--- config.mk ---
export PLATFORM = sky130hd
export DESIGN_NAME = rivp_top
export DESIGN_NICKNAME = d
export VERILOG_FILES = /design/src/logic/rivp_pkg.sv /design/src/logic/rivp_top.sv
export VERILOG_INCLUDE_DIRS = /design/src /design/src/logic
export SDC_FILE = /design/constraint.sdc
export NUM_CORES = 1
export LEC_CHECK = 0
export BUFFER_PORTS_ARGS = -buffer_cell sky130_fd_sc_hd__clkbuf_2
export CELL_PAD_IN_SITES_DETAIL_PLACEMENT = 0
export CELL_PAD_IN_SITES_GLOBAL_PLACEMENT = 1
export CORE_MARGIN = 1.5
export CORE_UTILIZATION = 34
export DETAILED_ROUTE_END_ITERATION = 8
export PLACE_DENSITY = 0.81
export SYNTH_ARGS = -nofsm -noshare
export SYNTH_HDL_FRONTEND = slang
export SYNTH_SLANG_ARGS = --single-unit
export TNS_END_PERCENT = 20
--- constraint.sdc ---
create_clock -name CLK_SYS_I -period 1.1 [get_ports CLK_SYS_I]
set_clock_uncertainty 0.05 [all_clocks]
set_input_delay 0.055 -clock CLK_SYS_I [delete_from_list [all_inputs] [get_ports CLK_SYS_I]]
set_output_delay 0.055 -clock CLK_SYS_I [all_outputs]
set_load 0.01 [all_outputs]
--- src/logic/rivp_defines.svh ---
// Purpose: constants for reset and interrupt vector placement
// Assumes: word addressed program memory
// Notes: vector n sits at table origin + 2*(n-1)
`ifndef RIVP_DEFINES_SVH
`define RIVP_DEFINES_SVH

`define RIVP_ADDR_W 17
`define RIVP_NUM_REQ 56
`define RIVP_FIRST_REQ_VEC 6'h02
`define RIVP_LAST_VEC 6'h39
`define RIVP_APP_RESET_ADDR 17'h00000
`define RIVP_VEC_START_OFF 17'h00002
`define RIVP_LARGE_ONLY_MASK 56'hfc_2100_0000_0000
`define RIVP_FUSE_PROGRAMMED 1'h0

`endif

--- src/logic/rivp_pkg.sv ---
// Purpose: shared types for reset and interrupt vector placement
// Assumes: rivp_defines.svh on the include path
// Notes: none
`include "rivp_defines.svh"

package rivp_pkg;

  typedef logic [`RIVP_ADDR_W-1:0] rivp_addr_t;
  typedef logic [`RIVP_NUM_REQ-1:0] rivp_req_t;
  typedef logic [5:0] rivp_num_t;

  typedef struct packed {
    logic valid;
    rivp_num_t num;
    rivp_addr_t addr;
  } rivp_vec_s;

endpackage

--- src/logic/rivp_top.sv ---
// Purpose: maps interrupt requests to vector numbers and fetch addresses, places reset and vector table
// Assumes: requests and control inputs come from logic on CLK_SYS_I, the fuse level from outside
// Notes: request bit i belongs to vector i+2; the core clears a request by serving its source

module rivp_top import rivp_pkg::*; #(
  parameter bit LARGE_VARIANT = 1'b1
) (
  input wire logic CLK_SYS_I,
  input wire logic RST_N_I,
  input wire logic CE_I,
  input wire rivp_req_t IRQ_REQ_I,
  input wire logic BOOT_RESET_FUSE_I,
  input wire logic VECTOR_MOVE_SELECT_I,
  input wire rivp_addr_t BOOT_RESET_ADDR_I,
  output rivp_addr_t RESET_ADDR_O,
  output rivp_addr_t VEC_START_O,
  output rivp_vec_s IRQ_VEC_O
);

  // ***************************************************************
  // functions
  // ***************************************************************

  function automatic rivp_addr_t vec_offset(input rivp_num_t num);
    rivp_addr_t n;
    n = {{(`RIVP_ADDR_W-6){1'b0}}, num};
    vec_offset = rivp_addr_t'((n - 17'h00001) << 1);
  endfunction

  function automatic rivp_num_t lowest_vec(input rivp_req_t req);
    rivp_num_t v;
    v = 6'h00;
    for (int i = `RIVP_NUM_REQ - 1; i >= 0; i--) begin
      if (req[i]) begin
        v = rivp_num_t'(i) + `RIVP_FIRST_REQ_VEC;
      end
    end
    lowest_vec = v;
  endfunction

  // ***************************************************************
  // fuse synchroniser
  // ***************************************************************

  logic fuse_s1_r;
  logic fuse_s2_r;

  always_ff @(posedge CLK_SYS_I or negedge RST_N_I) begin
    if (!RST_N_I) begin
      fuse_s1_r <= 1'b1;
      fuse_s2_r <= 1'b1;
    end else if (CE_I) begin
      fuse_s1_r <= BOOT_RESET_FUSE_I;
      fuse_s2_r <= fuse_s1_r;
    end
  end

  // ***************************************************************
  // placement and selection
  // ***************************************************************

  wire rivp_req_t avail_mask = LARGE_VARIANT ? {`RIVP_NUM_REQ{1'b1}} : ~`RIVP_LARGE_ONLY_MASK;
  wire rivp_req_t req_eff = IRQ_REQ_I & avail_mask;
  wire fuse_prog = (fuse_s2_r == `RIVP_FUSE_PROGRAMMED);
  wire rivp_addr_t reset_nxt = fuse_prog ? BOOT_RESET_ADDR_I : `RIVP_APP_RESET_ADDR;
  wire rivp_addr_t origin = VECTOR_MOVE_SELECT_I ? BOOT_RESET_ADDR_I : `RIVP_APP_RESET_ADDR;
  wire rivp_addr_t vec_start_nxt = origin + `RIVP_VEC_START_OFF;
  wire rivp_num_t win_num = lowest_vec(req_eff);
  wire rivp_addr_t win_addr = origin + vec_offset(win_num);
  wire rivp_vec_s vec_nxt = '{valid: |req_eff, num: win_num, addr: win_addr};

  rivp_addr_t reset_addr_r;
  rivp_addr_t vec_start_r;
  rivp_vec_s vec_r;

  always_ff @(posedge CLK_SYS_I or negedge RST_N_I) begin
    if (!RST_N_I) begin
      reset_addr_r <= `RIVP_APP_RESET_ADDR;
      vec_start_r <= `RIVP_VEC_START_OFF;
      vec_r <= '0;
    end else if (CE_I) begin
      reset_addr_r <= reset_nxt;
      vec_start_r <= vec_start_nxt;
      vec_r <= vec_nxt;
    end
  end

  assign RESET_ADDR_O = reset_addr_r;
  assign VEC_START_O = vec_start_r;
  assign IRQ_VEC_O = vec_r;

  // ***************************************************************
  // checks
  // ***************************************************************

  wire rivp_addr_t out_off = IRQ_VEC_O.addr - (VEC_START_O - `RIVP_VEC_START_OFF);

  a_vec_spacing: assert property (@(posedge CLK_SYS_I) disable iff (!RST_N_I)
    IRQ_VEC_O.valid |-> out_off == rivp_addr_t'({IRQ_VEC_O.num - 6'h01, 1'b0}))
    else $error("vector address not two words per vector");

  a_adc_eeprom_vec: assert property (@(posedge CLK_SYS_I) disable iff (!RST_N_I)
    CE_I && IRQ_REQ_I[28:0] == '0 && IRQ_REQ_I[29]
    |=> IRQ_VEC_O.num == 6'h1f && out_off == 17'h0003c)
    else $error("data-memory ready not at vector 31");

  a_timer3_vecs: assert property (@(posedge CLK_SYS_I) disable iff (!RST_N_I)
    CE_I && IRQ_REQ_I[33:0] == '0 && IRQ_REQ_I[34]
    |=> IRQ_VEC_O.num == 6'h24 && out_off == 17'h00046)
    else $error("timer 3 overflow not at vector 36");

  a_usart1_vecs: assert property (@(posedge CLK_SYS_I) disable iff (!RST_N_I)
    CE_I && IRQ_REQ_I[36:0] == '0 && IRQ_REQ_I[37]
    |=> IRQ_VEC_O.num == 6'h27 && out_off == 17'h0004c)
    else $error("serial 1 transmit not at vector 39");

  a_twi_spm_vecs: assert property (@(posedge CLK_SYS_I) disable iff (!RST_N_I)
    CE_I && IRQ_REQ_I[38:0] == '0 && IRQ_REQ_I[39]
    |=> IRQ_VEC_O.num == 6'h29 && out_off == 17'h00050)
    else $error("program-store ready not at vector 41");

  a_timer4_vecs: assert property (@(posedge CLK_SYS_I) disable iff (!RST_N_I)
    CE_I && LARGE_VARIANT && IRQ_REQ_I[39:0] == '0 && IRQ_REQ_I[40]
    |=> IRQ_VEC_O.num == 6'h2a && out_off == 17'h00052)
    else $error("timer 4 capture not at vector 42");

  a_timer5_vecs: assert property (@(posedge CLK_SYS_I) disable iff (!RST_N_I)
    CE_I && IRQ_REQ_I[48:0] == '0 && IRQ_REQ_I[49]
    |=> IRQ_VEC_O.num == 6'h33 && out_off == 17'h00064)
    else $error("timer 5 overflow not at vector 51");

  a_usart23_vecs: assert property (@(posedge CLK_SYS_I) disable iff (!RST_N_I)
    CE_I && LARGE_VARIANT && IRQ_REQ_I[54:0] == '0 && IRQ_REQ_I[55]
    |=> IRQ_VEC_O.num == `RIVP_LAST_VEC && out_off == 17'h00070)
    else $error("serial 3 transmit not at vector 57");

  a_small_variant: assert property (@(posedge CLK_SYS_I) disable iff (!RST_N_I)
    !LARGE_VARIANT && IRQ_VEC_O.valid |-> IRQ_VEC_O.num != 6'h2a && IRQ_VEC_O.num != 6'h2f && IRQ_VEC_O.num < 6'h34)
    else $error("absent vector presented in small variant");

  a_boot_reset: assert property (@(posedge CLK_SYS_I) disable iff (!RST_N_I)
    CE_I && !fuse_s2_r |=> RESET_ADDR_O == $past(BOOT_RESET_ADDR_I))
    else $error("programmed fuse did not select boot reset address");

  a_move_offset: assert property (@(posedge CLK_SYS_I) disable iff (!RST_N_I)
    CE_I && VECTOR_MOVE_SELECT_I && |req_eff
    |=> IRQ_VEC_O.addr == $past(BOOT_RESET_ADDR_I) + vec_offset(IRQ_VEC_O.num))
    else $error("moved vector not at boot start plus offset");

  a_placement_tbl: assert property (@(posedge CLK_SYS_I) disable iff (!RST_N_I)
    CE_I ##1 CE_I && $past(fuse_s2_r) && $past(!VECTOR_MOVE_SELECT_I)
    |-> RESET_ADDR_O == 17'h00000 && VEC_START_O == 17'h00002)
    else $error("default placement not 0x0000 and 0x0002");

  a_ext_wdt_vecs: assert property (@(posedge CLK_SYS_I) disable iff (!RST_N_I)
    CE_I && IRQ_REQ_I[10:0] == '0 && IRQ_REQ_I[11]
    |=> IRQ_VEC_O.num == 6'h0d && out_off == 17'h00018)
    else $error("watchdog not at vector 13");

  a_mid_vecs: assert property (@(posedge CLK_SYS_I) disable iff (!RST_N_I)
    CE_I && IRQ_REQ_I[11:0] == '0 && IRQ_REQ_I[12]
    |=> IRQ_VEC_O.num == 6'h0e && out_off == 17'h0001a)
    else $error("timer 2 compare A not at vector 14");

  a_lowest_first: assert property (@(posedge CLK_SYS_I) disable iff (!RST_N_I)
    CE_I && IRQ_REQ_I[0] |=> IRQ_VEC_O.valid && IRQ_VEC_O.num == `RIVP_FIRST_REQ_VEC)
    else $error("lowest pending vector not presented");

  a_adc_vec: assert property (@(posedge CLK_SYS_I) disable iff (!RST_N_I)
    CE_I && IRQ_REQ_I[27:0] == '0 && IRQ_REQ_I[28]
    |=> IRQ_VEC_O.num == 6'h1e && out_off == 17'h0003a)
    else $error("conversion complete not at vector 30");

  a_timer3_capt: assert property (@(posedge CLK_SYS_I) disable iff (!RST_N_I)
    CE_I && IRQ_REQ_I[29:0] == '0 && IRQ_REQ_I[30]
    |=> IRQ_VEC_O.num == 6'h20 && out_off == 17'h0003e)
    else $error("timer 3 capture not at vector 32");

  a_serial1_rx: assert property (@(posedge CLK_SYS_I) disable iff (!RST_N_I)
    CE_I && IRQ_REQ_I[34:0] == '0 && IRQ_REQ_I[35]
    |=> IRQ_VEC_O.num == 6'h25 && out_off == 17'h00048)
    else $error("serial 1 receive not at vector 37");

  a_two_wire_vec: assert property (@(posedge CLK_SYS_I) disable iff (!RST_N_I)
    CE_I && IRQ_REQ_I[37:0] == '0 && IRQ_REQ_I[38]
    |=> IRQ_VEC_O.num == 6'h28 && out_off == 17'h0004e)
    else $error("two-wire event not at vector 40");

  a_timer5_capt: assert property (@(posedge CLK_SYS_I) disable iff (!RST_N_I)
    CE_I && LARGE_VARIANT && IRQ_REQ_I[44:0] == '0 && IRQ_REQ_I[45]
    |=> IRQ_VEC_O.num == 6'h2f && out_off == 17'h0005c)
    else $error("timer 5 capture not at vector 47");

  a_serial2_rx: assert property (@(posedge CLK_SYS_I) disable iff (!RST_N_I)
    CE_I && LARGE_VARIANT && IRQ_REQ_I[49:0] == '0 && IRQ_REQ_I[50]
    |=> IRQ_VEC_O.num == 6'h34 && out_off == 17'h00066)
    else $error("serial 2 receive not at vector 52");

  a_pin_change_vec: assert property (@(posedge CLK_SYS_I) disable iff (!RST_N_I)
    CE_I && IRQ_REQ_I[8:0] == '0 && IRQ_REQ_I[9]
    |=> IRQ_VEC_O.num == 6'h0b && out_off == 17'h00014)
    else $error("pin change 1 not at vector 11");

  a_moved_start: assert property (@(posedge CLK_SYS_I) disable iff (!RST_N_I)
    CE_I && VECTOR_MOVE_SELECT_I
    |=> VEC_START_O == $past(BOOT_RESET_ADDR_I) + `RIVP_VEC_START_OFF)
    else $error("moved table start not boot plus 0x0002");

  a_no_pending: assert property (@(posedge CLK_SYS_I) disable iff (!RST_N_I)
    CE_I && req_eff == '0
    |=> !IRQ_VEC_O.valid)
    else $error("vector presented with nothing pending");

endmodule

* After elaboration in Yosys (flattened, before gate mapping)
Cells that the tools add are included.
Word-level totals: word-level logic and storage cells 69, output and inout port bits 58, input port bits 78, flip-flop bits (word level) 60
Cells by class: muxes and demuxes 58, reductions and logical operators 1, add/subtract/negate cells 3
Operator list (count):
- two-way mux 6 bit | 56
- OR reduction 56 bit | 1
- two-way mux 17 bit | 2
- adder 17 bit | 1
- adder 17 x 2 -> 17 bit (second input constant) | 1
- subtractor 6 x 1 -> 7 bit (second input constant) | 1

* Logic depth before layout (Yosys ltp)
Gate-level depths: netlist of the first run.
depth after elaboration 58, gate-level depth with buffers 18, depth with buffers taken out 18

* Worst setup path before layout of the first run
OpenSTA, ideal clock, no wires.
path kind input -> register, start input port IRQ_REQ_I[13], end register vec_r (netlist bit IRQ_VEC_O[14]), required time 0.925 ns, path buffers 0, cell stages on the path 16, slack -2.536 ns, library setup time 0.125 ns, arrival time 3.461 ns, path through nor4_1 -> nand2_1 -> a2111oi_0 -> o211ai_1 -> nor2_1 -> ha_1 -> o2111a_4 -> ha_1 -> a21o_1 -> a21o_1 -> a2111oi_0 -> nor3_1 -> a41oi_1 -> nor2b_1 -> xnor2_1 -> mux2_2
Between the ends: cells in the longest elaborated chain, start to end 16
RTL lines:
- start: declaration | RTL line rivp_top.sv:11 | input wire rivp_req_t IRQ_REQ_I,
- two-way mux 6 bit (14 in a row) | RTL line rivp_top.sv:34 | if (req[i]) begin
- subtractor 6 x 1 -> 7 bit | RTL line rivp_top.sv:27 | vec_offset = rivp_addr_t'((n - 17'h00001) << 1);
- adder 17 bit | RTL line rivp_top.sv:69 | wire rivp_addr_t win_addr = origin + vec_offset(win_num);
- end signal: assignment | RTL line rivp_top.sv:84 | vec_r <= vec_nxt;
- end: declaration | RTL line rivp_top.sv:74 | rivp_vec_s vec_r;
No other way between the ends. A chain may end at the register's enable or synchronous reset.

* Worst setup path in the final report of the first run
start input port IRQ_REQ_I[21], end register vec_r (netlist bit IRQ_VEC_O[14])
Between the ends: cells in the longest elaborated chain, start to end 24
RTL lines (RTL line):
- two-way mux 6 bit (22 in a row) | rivp_top.sv:34
- subtractor 6 x 1 -> 7 bit | rivp_top.sv:27
- adder 17 bit | rivp_top.sv:69
No other way between the ends.

==> impl_metrics.env, run 1 <==
export IMPL_critical_path_cell_chain="buf_6, or4_4, nor2_4, nand4_1, a21oi_2, nor2_2, nor3_2, nand4_1, xnor2_1, ha_2, nor3_2, nor2_2, a2111oi_4, nor3_2, a41oi_2, nor2b_4, xnor2_1, mux2_2"
export IMPL_cts_buffers=9
export IMPL_fin_crit_ns=3.35
export IMPL_status="complete, but fails checks"
export IMPL_min_path_type="input port to flop"
export IMPL_clk_pin_slew_ns=0.05
export IMPL_synth_edf_count=0
export IMPL_r2r_setup_slack_ns=0.02
export IMPL_finalSetupViolCount=28
export IMPL_synth_top_cells_by_area="dfrtp_1, ha_1, mux2_2"
export IMPL_synth_area_per_cell_um2=8.67
export IMPL_cts_tree="done"
export IMPL_timing_rr_end="IRQ_VEC_O[15]$_DFFE_PN0P_"
export IMPL_required_ns=1.26
export IMPL_portBuffers=135
export IMPL_layout_setup_ws_ns=-2.25
export IMPL_fin_nets=842
export IMPL_drtIter0Drc=204
export IMPL_crit_start="IRQ_REQ_I[21]"
export IMPL_vias=4496
export IMPL_drtPass1Iterations=4
export IMPL_dieHeight_um=113
export IMPL_synth_top_area_cell="dfrtp_1"
export IMPL_arrival_ns=3.51
export IMPL_whs_ns=0.00205
export IMPL_synthArstFlopShare_pct=100
export IMPL_dieArea_um2=12700
export IMPL_synth_cell_types=60
export IMPL_critical_path_class="input port to flop"
export IMPL_synth_top_flop_cell="dfrtp_1"
export IMPL_syn_nets=569
export IMPL_antenna_found_initial=0
export IMPL_cpMostUsedCell="nor3_2"
export IMPL_grt_overflow=0
export IMPL_cts_sinks=59
export IMPL_gp_congestion=0.876
export IMPL_synth_top_cell_area_share_pct=34.2
export IMPL_cp_start_kind="input port"
export IMPL_cp_slowest_stage_delay_ns=0.57
export IMPL_drive_above_1_share_pct=51.0
export IMPL_seq_area_frac_synth_pct=36.1
export IMPL_slew_headroom_pct=71.1
export IMPL_core_um2=11600
export IMPL_power_density_nw_per_um2=1160
export IMPL_utilization_pct=59.1
export IMPL_r2r_cells=3
export IMPL_hp_start="BOOT_RESET_ADDR_I[6]"
export IMPL_syn_inst=473
export IMPL_drc=0
export IMPL_min_to="RESET_ADDR_O[6]$_DFFE_PN0P_"
export IMPL_power_leakage_uw=0.00331
export IMPL_grt_max_degree=36
export IMPL_max_freq_mhz=298
export IMPL_post_synth_top_count_cell="dfrtp_1"
export IMPL_violations="setup timing"
export IMPL_drtAntennaViolNets=0
export IMPL_holdPathStages=3
export IMPL_root_buffer="clkbuf_16"
export IMPL_cts_path_max_buffers=2
export IMPL_grt_pass1_wl_um=22000
export IMPL_die_w_um=113
export IMPL_slew_violations=0
export IMPL_pin_count=136
export IMPL_netlist_area_um2=4100
export IMPL_slowest_stage="or4_4"
export IMPL_fin_cells=894
export IMPL_fill_cells=988
export IMPL_ys_ff_latch=59
export IMPL_clkLatencyLatePin_ns=0.33
export IMPL_path_max_fanout=4
export IMPL_grt_use_total_pct=21.1
export IMPL_end_kind="flop"
export IMPL_period_share_pct=305
export IMPL_routed_wl_um=13100
export IMPL_maxCapViolCount=0
export IMPL_dp_cells=859
export IMPL_post_dp_hpwl_um=9830
export IMPL_rsz0062_at_grt="true"
export IMPL_htreeDepth=3
export IMPL_area_delta_synth_final_pct=66.7
export IMPL_worstMarginPinSlew_ns=0.433
export IMPL_final_hold_viol_count=0
export IMPL_grt_pass1_vias=4720
export IMPL_synth_commonest_cells="dfrtp_1, nor2_1, inv_1"
export IMPL_vdd_drop_max_mv=0.731
export IMPL_yosys_warnings=0
export IMPL_fp_row_count=39
export IMPL_vias_per_cell=5.03
export IMPL_start_util_pct=35.4
export IMPL_regToRegStartpoint="IRQ_VEC_O[15]$_DFFE_PN0P_"
export IMPL_antenna_cells=0
export IMPL_wl_per_cell_um=14.6
per-layer routing:
layer  routed length (µm)  up-vias  GRT usage [%]
met2                 6230      122           37.2
met5                    0        -              0
met1                 5970     2104           26.7
met4                  132        0           4.56
met3                  722       17           4.34
li1                     -     2253              -
placed cells by master (no fill, tap or decap), types with 4 or more instances in the layout:
| cell type | synthesis | final |
|---|---|---|
| clkbuf_16 | 0 | 9 |
| o22ai_1 | 6 | 6 |
| buf_4 | 1 | 124 |
| nand2_1 | 16 | 14 |
| xnor2_1 | 20 | 18 |
| or4_4 | 1 | 4 |
| o21ai_0 | 34 | 12 |
| dlygate4sd3_1 | 0 | 5 |
| buf_12 | 0 | 4 |
| mux2_4 | 0 | 5 |
| a21oi_1 | 35 | 25 |
| nor3_1 | 18 | 10 |
| o211ai_1 | 4 | 4 |
| ha_1 | 17 | 12 |
| clkbuf_2 | 0 | 127 |
| nand3b_1 | 18 | 18 |
| nor2_1 | 48 | 42 |
| xor2_1 | 9 | 9 |
| a21o_1 | 6 | 6 |
| buf_6 | 0 | 12 |
| mux2_2 | 18 | 13 |
| a21oi_2 | 1 | 10 |
| inv_1 | 43 | 42 |
| nand4_1 | 4 | 4 |
| o21bai_1 | 4 | 4 |
| and2_1 | 13 | 11 |
| nor4_1 | 10 | 5 |
| nor2_2 | 1 | 5 |
| dfrtp_1 | 56 | 56 |
| nor3_2 | 0 | 6 |
| nand3_1 | 16 | 14 |
| o21ai_1 | 2 | 21 |
logic make-up (layout without fill, tap and decap cells):
family                     Yosys count  count (layout)  share of synthesized area [%]
AOI/OAI and AO/OA                  117             117                           17.9
adders and majority gates           18              18                           5.68
DFF                                 59              59                           36.1
buffers and inverters               57             335                           5.31
xor gates and xnor gates            30              30                           6.59
and+or+nand+nor                    172             172                           23.0
muxes                               20              20                           5.43
registers in the layout, summed over array words and instances (netlist names):
| register | flops |
|---|---|
| VEC_START_O | 17 |
| RESET_ADDR_O | 17 |
| fuse_s1_r | 1 |
| fuse_s2_r | 1 |
| IRQ_VEC_O | 23 |
metrics by stage:
stage	total power (µW)	TNS, ns	cell area (µm²)	setup slack (ns)
floorplan	3530	-30.22	4210	-2.10
global placement	4550	-42.38	5970	-2.52
detailed placement	4610	-42.94	5970	-2.58
CTS	7920	-30.45	6760	-2.08
global route	8330	-33.69	6830	-2.42
finish	7920	-30.45	6830	-2.25
worst max-delay path by stage:
stage | to | cells after the start | slack, ns
finish | IRQ_VEC_O[14]$_DFFE_PN0P_ | 18 | -2.25
global route | IRQ_VEC_O[14]$_DFFE_PN0P_ | 18 | -2.42
CTS | IRQ_VEC_O[14]$_DFFE_PN0P_ | 18 | -2.08
detailed placement | IRQ_VEC_O[14]$_DFFE_PN0P_ | 17 | -2.58
global placement | IRQ_VEC_O[14]$_DFFE_PN0P_ | 17 | -2.52
floorplan | IRQ_VEC_O[14]$_DFFE_PN0P_ | 17 | -2.10
final cells by class:
type / instances / area [µm²] / area share, %
Sequential cell: 59 / 1480 / 21.7
Inverter: 43 / 161 / 2.36
Multi-Input combinational cell: 357 / 2810 / 41.1
Timing Repair Buffer: 276 / 1880 / 27.5
Clock buffer: 10 / 239 / 3.50
Tap cell: 143 / 179 / 2.62
Clock inverter: 6 / 88.8 / 1.30
critical path, delay by kind of cell:
family          cells  cell delay (ns)
xor+xnor            2             0.32
simple gates       10             1.69
compound gates      3             0.74
fa+ha+maj           1             0.32
buf+inv             1             0.09
mux                 1             0.27
repair_timing:
action | 4_1_cts | 5_1_grt
hold buffers | 5 | 0
setup endpoints to repair | 32 | 51
pin swaps | 29 | 25
hold endpoints to repair | 64 | 0
setup buffers | 23 | 3
gates resized for setup | 54 | 55
power breakdown:
part	leakage [µW]	total, µW	internal [µW]	switching, µW
Clock	0.000155	3100	2040	1060
Sequential	0.000733	2610	2440	164
Combinational	0.00243	2220	1140	1080
Total	0.00331	7920	5620	2300
(Power assumes the default switching activity.)
==> run 2: changes to the inputs <==
--- a/config.mk
+++ b/config.mk
@@ -9,7 +9,7 @@
 export BUFFER_PORTS_ARGS = -buffer_cell sky130_fd_sc_hd__clkbuf_2
 export CELL_PAD_IN_SITES_DETAIL_PLACEMENT = 0
 export CELL_PAD_IN_SITES_GLOBAL_PLACEMENT = 1
-export CORE_MARGIN = 1.5
+export CORE_MARGIN = 5
 export CORE_UTILIZATION = 34
 export DETAILED_ROUTE_END_ITERATION = 8
 export PLACE_DENSITY = 0.81
==> run 2 against run 1 <==
  * Count of clock-buffer cells in the layout grew 1
  * Cell count up 0.67%
  * Highest routed layer unchanged
  * Combinational power increased by 3%
  * Power shrank 1.1%
  * Sequential power is essentially flat
  * Cell area increased by 1.4%
  * The flow finishes with violations (hold timing, setup timing)
==> impl_metrics.env, run 2 (synthesized netlist as in run 1, its figures left out) <==
export IMPL_status="complete, but fails checks"
export IMPL_violations="hold timing, setup timing"
export IMPL_vias_per_cell=5.04
export IMPL_fill_cells=1022
export IMPL_drc=0
export IMPL_rsz0062_at_grt="true"
export IMPL_crit_buf_inv=1
export IMPL_grt_overflow=0
export IMPL_cts_tree="done"
export IMPL_htreeDepth=3
export IMPL_drtIter0Drc=313
export IMPL_cts_buffers=9
export IMPL_area_delta_synth_final_pct=69.0
export IMPL_power_leakage_uw=0.00334
export IMPL_vias=4539
export IMPL_fin_nets=844
export IMPL_dieArea_um2=14400
export IMPL_largest_register_ffs=23
export IMPL_cts_path_max_buffers=2
export IMPL_path_max_fanout=4
export IMPL_pin_count=136
export IMPL_fin_crit_ns=3.18
export IMPL_required_ns=1.26
export IMPL_worstMarginPinSlew_ns=0.437
export IMPL_drive_above_1_share_pct=51.5
export IMPL_multiInputGateArea_um2=2890
export IMPL_slowest_stage="ha_1"
export IMPL_layout_setup_ws_ns=-2.08
export IMPL_max_freq_mhz=314
export IMPL_end_kind="flop"
export IMPL_vdd_drop_max_mv=0.796
export IMPL_critical_path_cell_chain="clkbuf_16, nor4_4, nand2_2, o2111ai_4, o211ai_1, nor2_1, ha_2, nand3_2, xnor2_2, ha_1, o221ai_2, nor2_2, a2111oi_4, nor3_2, a41oi_2, nor2b_4, xnor2_1, mux2_4"
export IMPL_start_util_pct=34.4
export IMPL_period_share_pct=289
export IMPL_gp_congestion=0.900
export IMPL_power_density_nw_per_um2=1130
export IMPL_final_hold_viol_count=2
export IMPL_post_dp_hpwl_um=10400
export IMPL_arrival_ns=3.35
export IMPL_final_cell_mix="buf_4, clkbuf_2, dfrtp_1"
export IMPL_core_um2=11900
export IMPL_die_w_um=120
export IMPL_cp_start_kind="input port"
export IMPL_cpLargestDelayFamily="simple AND/OR/NAND/NOR gates"
export IMPL_min_path_type="input port to flop"
export IMPL_slew_violations=0
export IMPL_drtPass1Iterations=5
export IMPL_grt_max_degree=60
export IMPL_wl_per_cell_um=15.6
export IMPL_finalSetupViolCount=31
export IMPL_seq_area_um2=1480
export IMPL_clkLatencyLatePin_ns=0.33
export IMPL_cp_slowest_stage_delay_ns=0.34
export IMPL_whs_ns=-0.00707
export IMPL_antenna_found_initial=0
export IMPL_drtAntennaViolNets=0
export IMPL_root_buffer="clkbuf_16"
export IMPL_dieHeight_um=120
export IMPL_maxCapViolCount=0
export IMPL_fp_row_count=40
export IMPL_grt_pass1_vias=4857
export IMPL_grt_use_total_pct=19.8
export IMPL_critical_path_class="input port to flop"
export IMPL_final_common_cell="buf_4"
export IMPL_cts_sinks=59
export IMPL_grt_pass1_wl_um=23400
export IMPL_routed_wl_um=14000
export IMPL_slew_headroom_pct=70.6
export IMPL_portBuffers=135
export IMPL_utilization_pct=58.2
export IMPL_clk_pin_slew_ns=0.05
export IMPL_antenna_cells=0
-- run 2: cell types whose count changed in the layout (fill, tap and decap cells not counted), sizes merged --
cell      before  now
buf          142  145
clkinvlp       2    1
-- run 2: final cells by class --
cell class / count / area share, %
Clock inverter: 5 / 1.12
Tap cell: 147 / 2.65
Timing Repair Buffer: 278 / 27.4
Clock buffer: 11 / 3.36
Multi-Input combinational cell: 357 / 41.8
Inverter: 43 / 2.33
Sequential cell: 59 / 21.4
-- run 2: path summary, 6_finish.rpt --
| check | from | endpoint | slack [ns] | cells past startpoint |
|---|---|---|---|---|
| setup / recovery | IRQ_REQ_I[12] | IRQ_VEC_O[14]$_DFFE_PN0P_ | -2.08 | 18 |
| hold / removal | BOOT_RESET_ADDR_I[5] | RESET_ADDR_O[5]$_DFFE_PN0P_ | -0.007 | 3 |
| setup reg to reg | fuse_s2_r$_DFFE_PN1P_ | RESET_ADDR_O[13]$_DFFE_PN0P_ | 0.02 | 2 |
| hold reg to reg | RESET_ADDR_O[5]$_DFFE_PN0P_ | RESET_ADDR_O[5]$_DFFE_PN0P_ | 0.46 | 2 |
| max in group asynchronous | RST_N_I | VEC_START_O[1]$_DFFE_PN1P_ | 0.48 | 3 |
| min in group asynchronous | RST_N_I | RESET_ADDR_O[13]$_DFFE_PN0P_ | 0.22 | 3 |
-- run 2: per-layer routing --
metal / up-vias / global-route usage [%] / wire length [µm]
met1: 2146 / 25.4 / 6140
met3: 24 / 4.01 / 796
li1: 2248 / - / -
met2: 121 / 32.8 / 6810
met4: 0 / 7.52 / 288
met5: - / 0 / 0
-- run 2: through the flow --
| step | cells | power (µW) | instance area [µm²] | worst slack [ns] | TNS, ns |
|---|---|---|---|---|---|
| 6_report | 900 | 7830 | 6930 | -2.08 | -30.45 |
| 5_1_grt | 900 | 8240 | 6930 | -2.23 | -33.82 |
| 4_1_cts | 904 | 7830 | 6810 | -2.02 | -29.65 |
| 3_5_place_dp | 859 | 4610 | 5920 | -2.57 | -44.31 |
| 3_3_place_gp | 859 | 4540 | 5920 | -2.51 | -43.03 |
| 2_1_floorplan | 473 | 3530 | 4210 | -2.10 | -30.22 |
-- run 2: what timing repair did --
| item | in CTS | in global routing |
|---|---|---|
| resized for setup | 72 | 54 |
| hold buffers | 5 | 0 |
| hold endpoints to repair | 64 | 0 |
| setup buffers | 25 | 8 |
| endpoints found under the setup margin | 36 | 50 |
| pin swaps | 45 | 26 |
| gates cloned | 0 | 0 |
-- run 2: worst min-delay path, cell delays in order --
cell and delay [ns]:
clkbuf_2 0.12, nand3b_1 0.09, o21ai_1 0.06
-- run 2: report_power, final --
part           switching, µW  total, µW  internal (µW)
sequential               168       2610           2440
combinational           1120       2280           1170
clock                    962       2930           1970
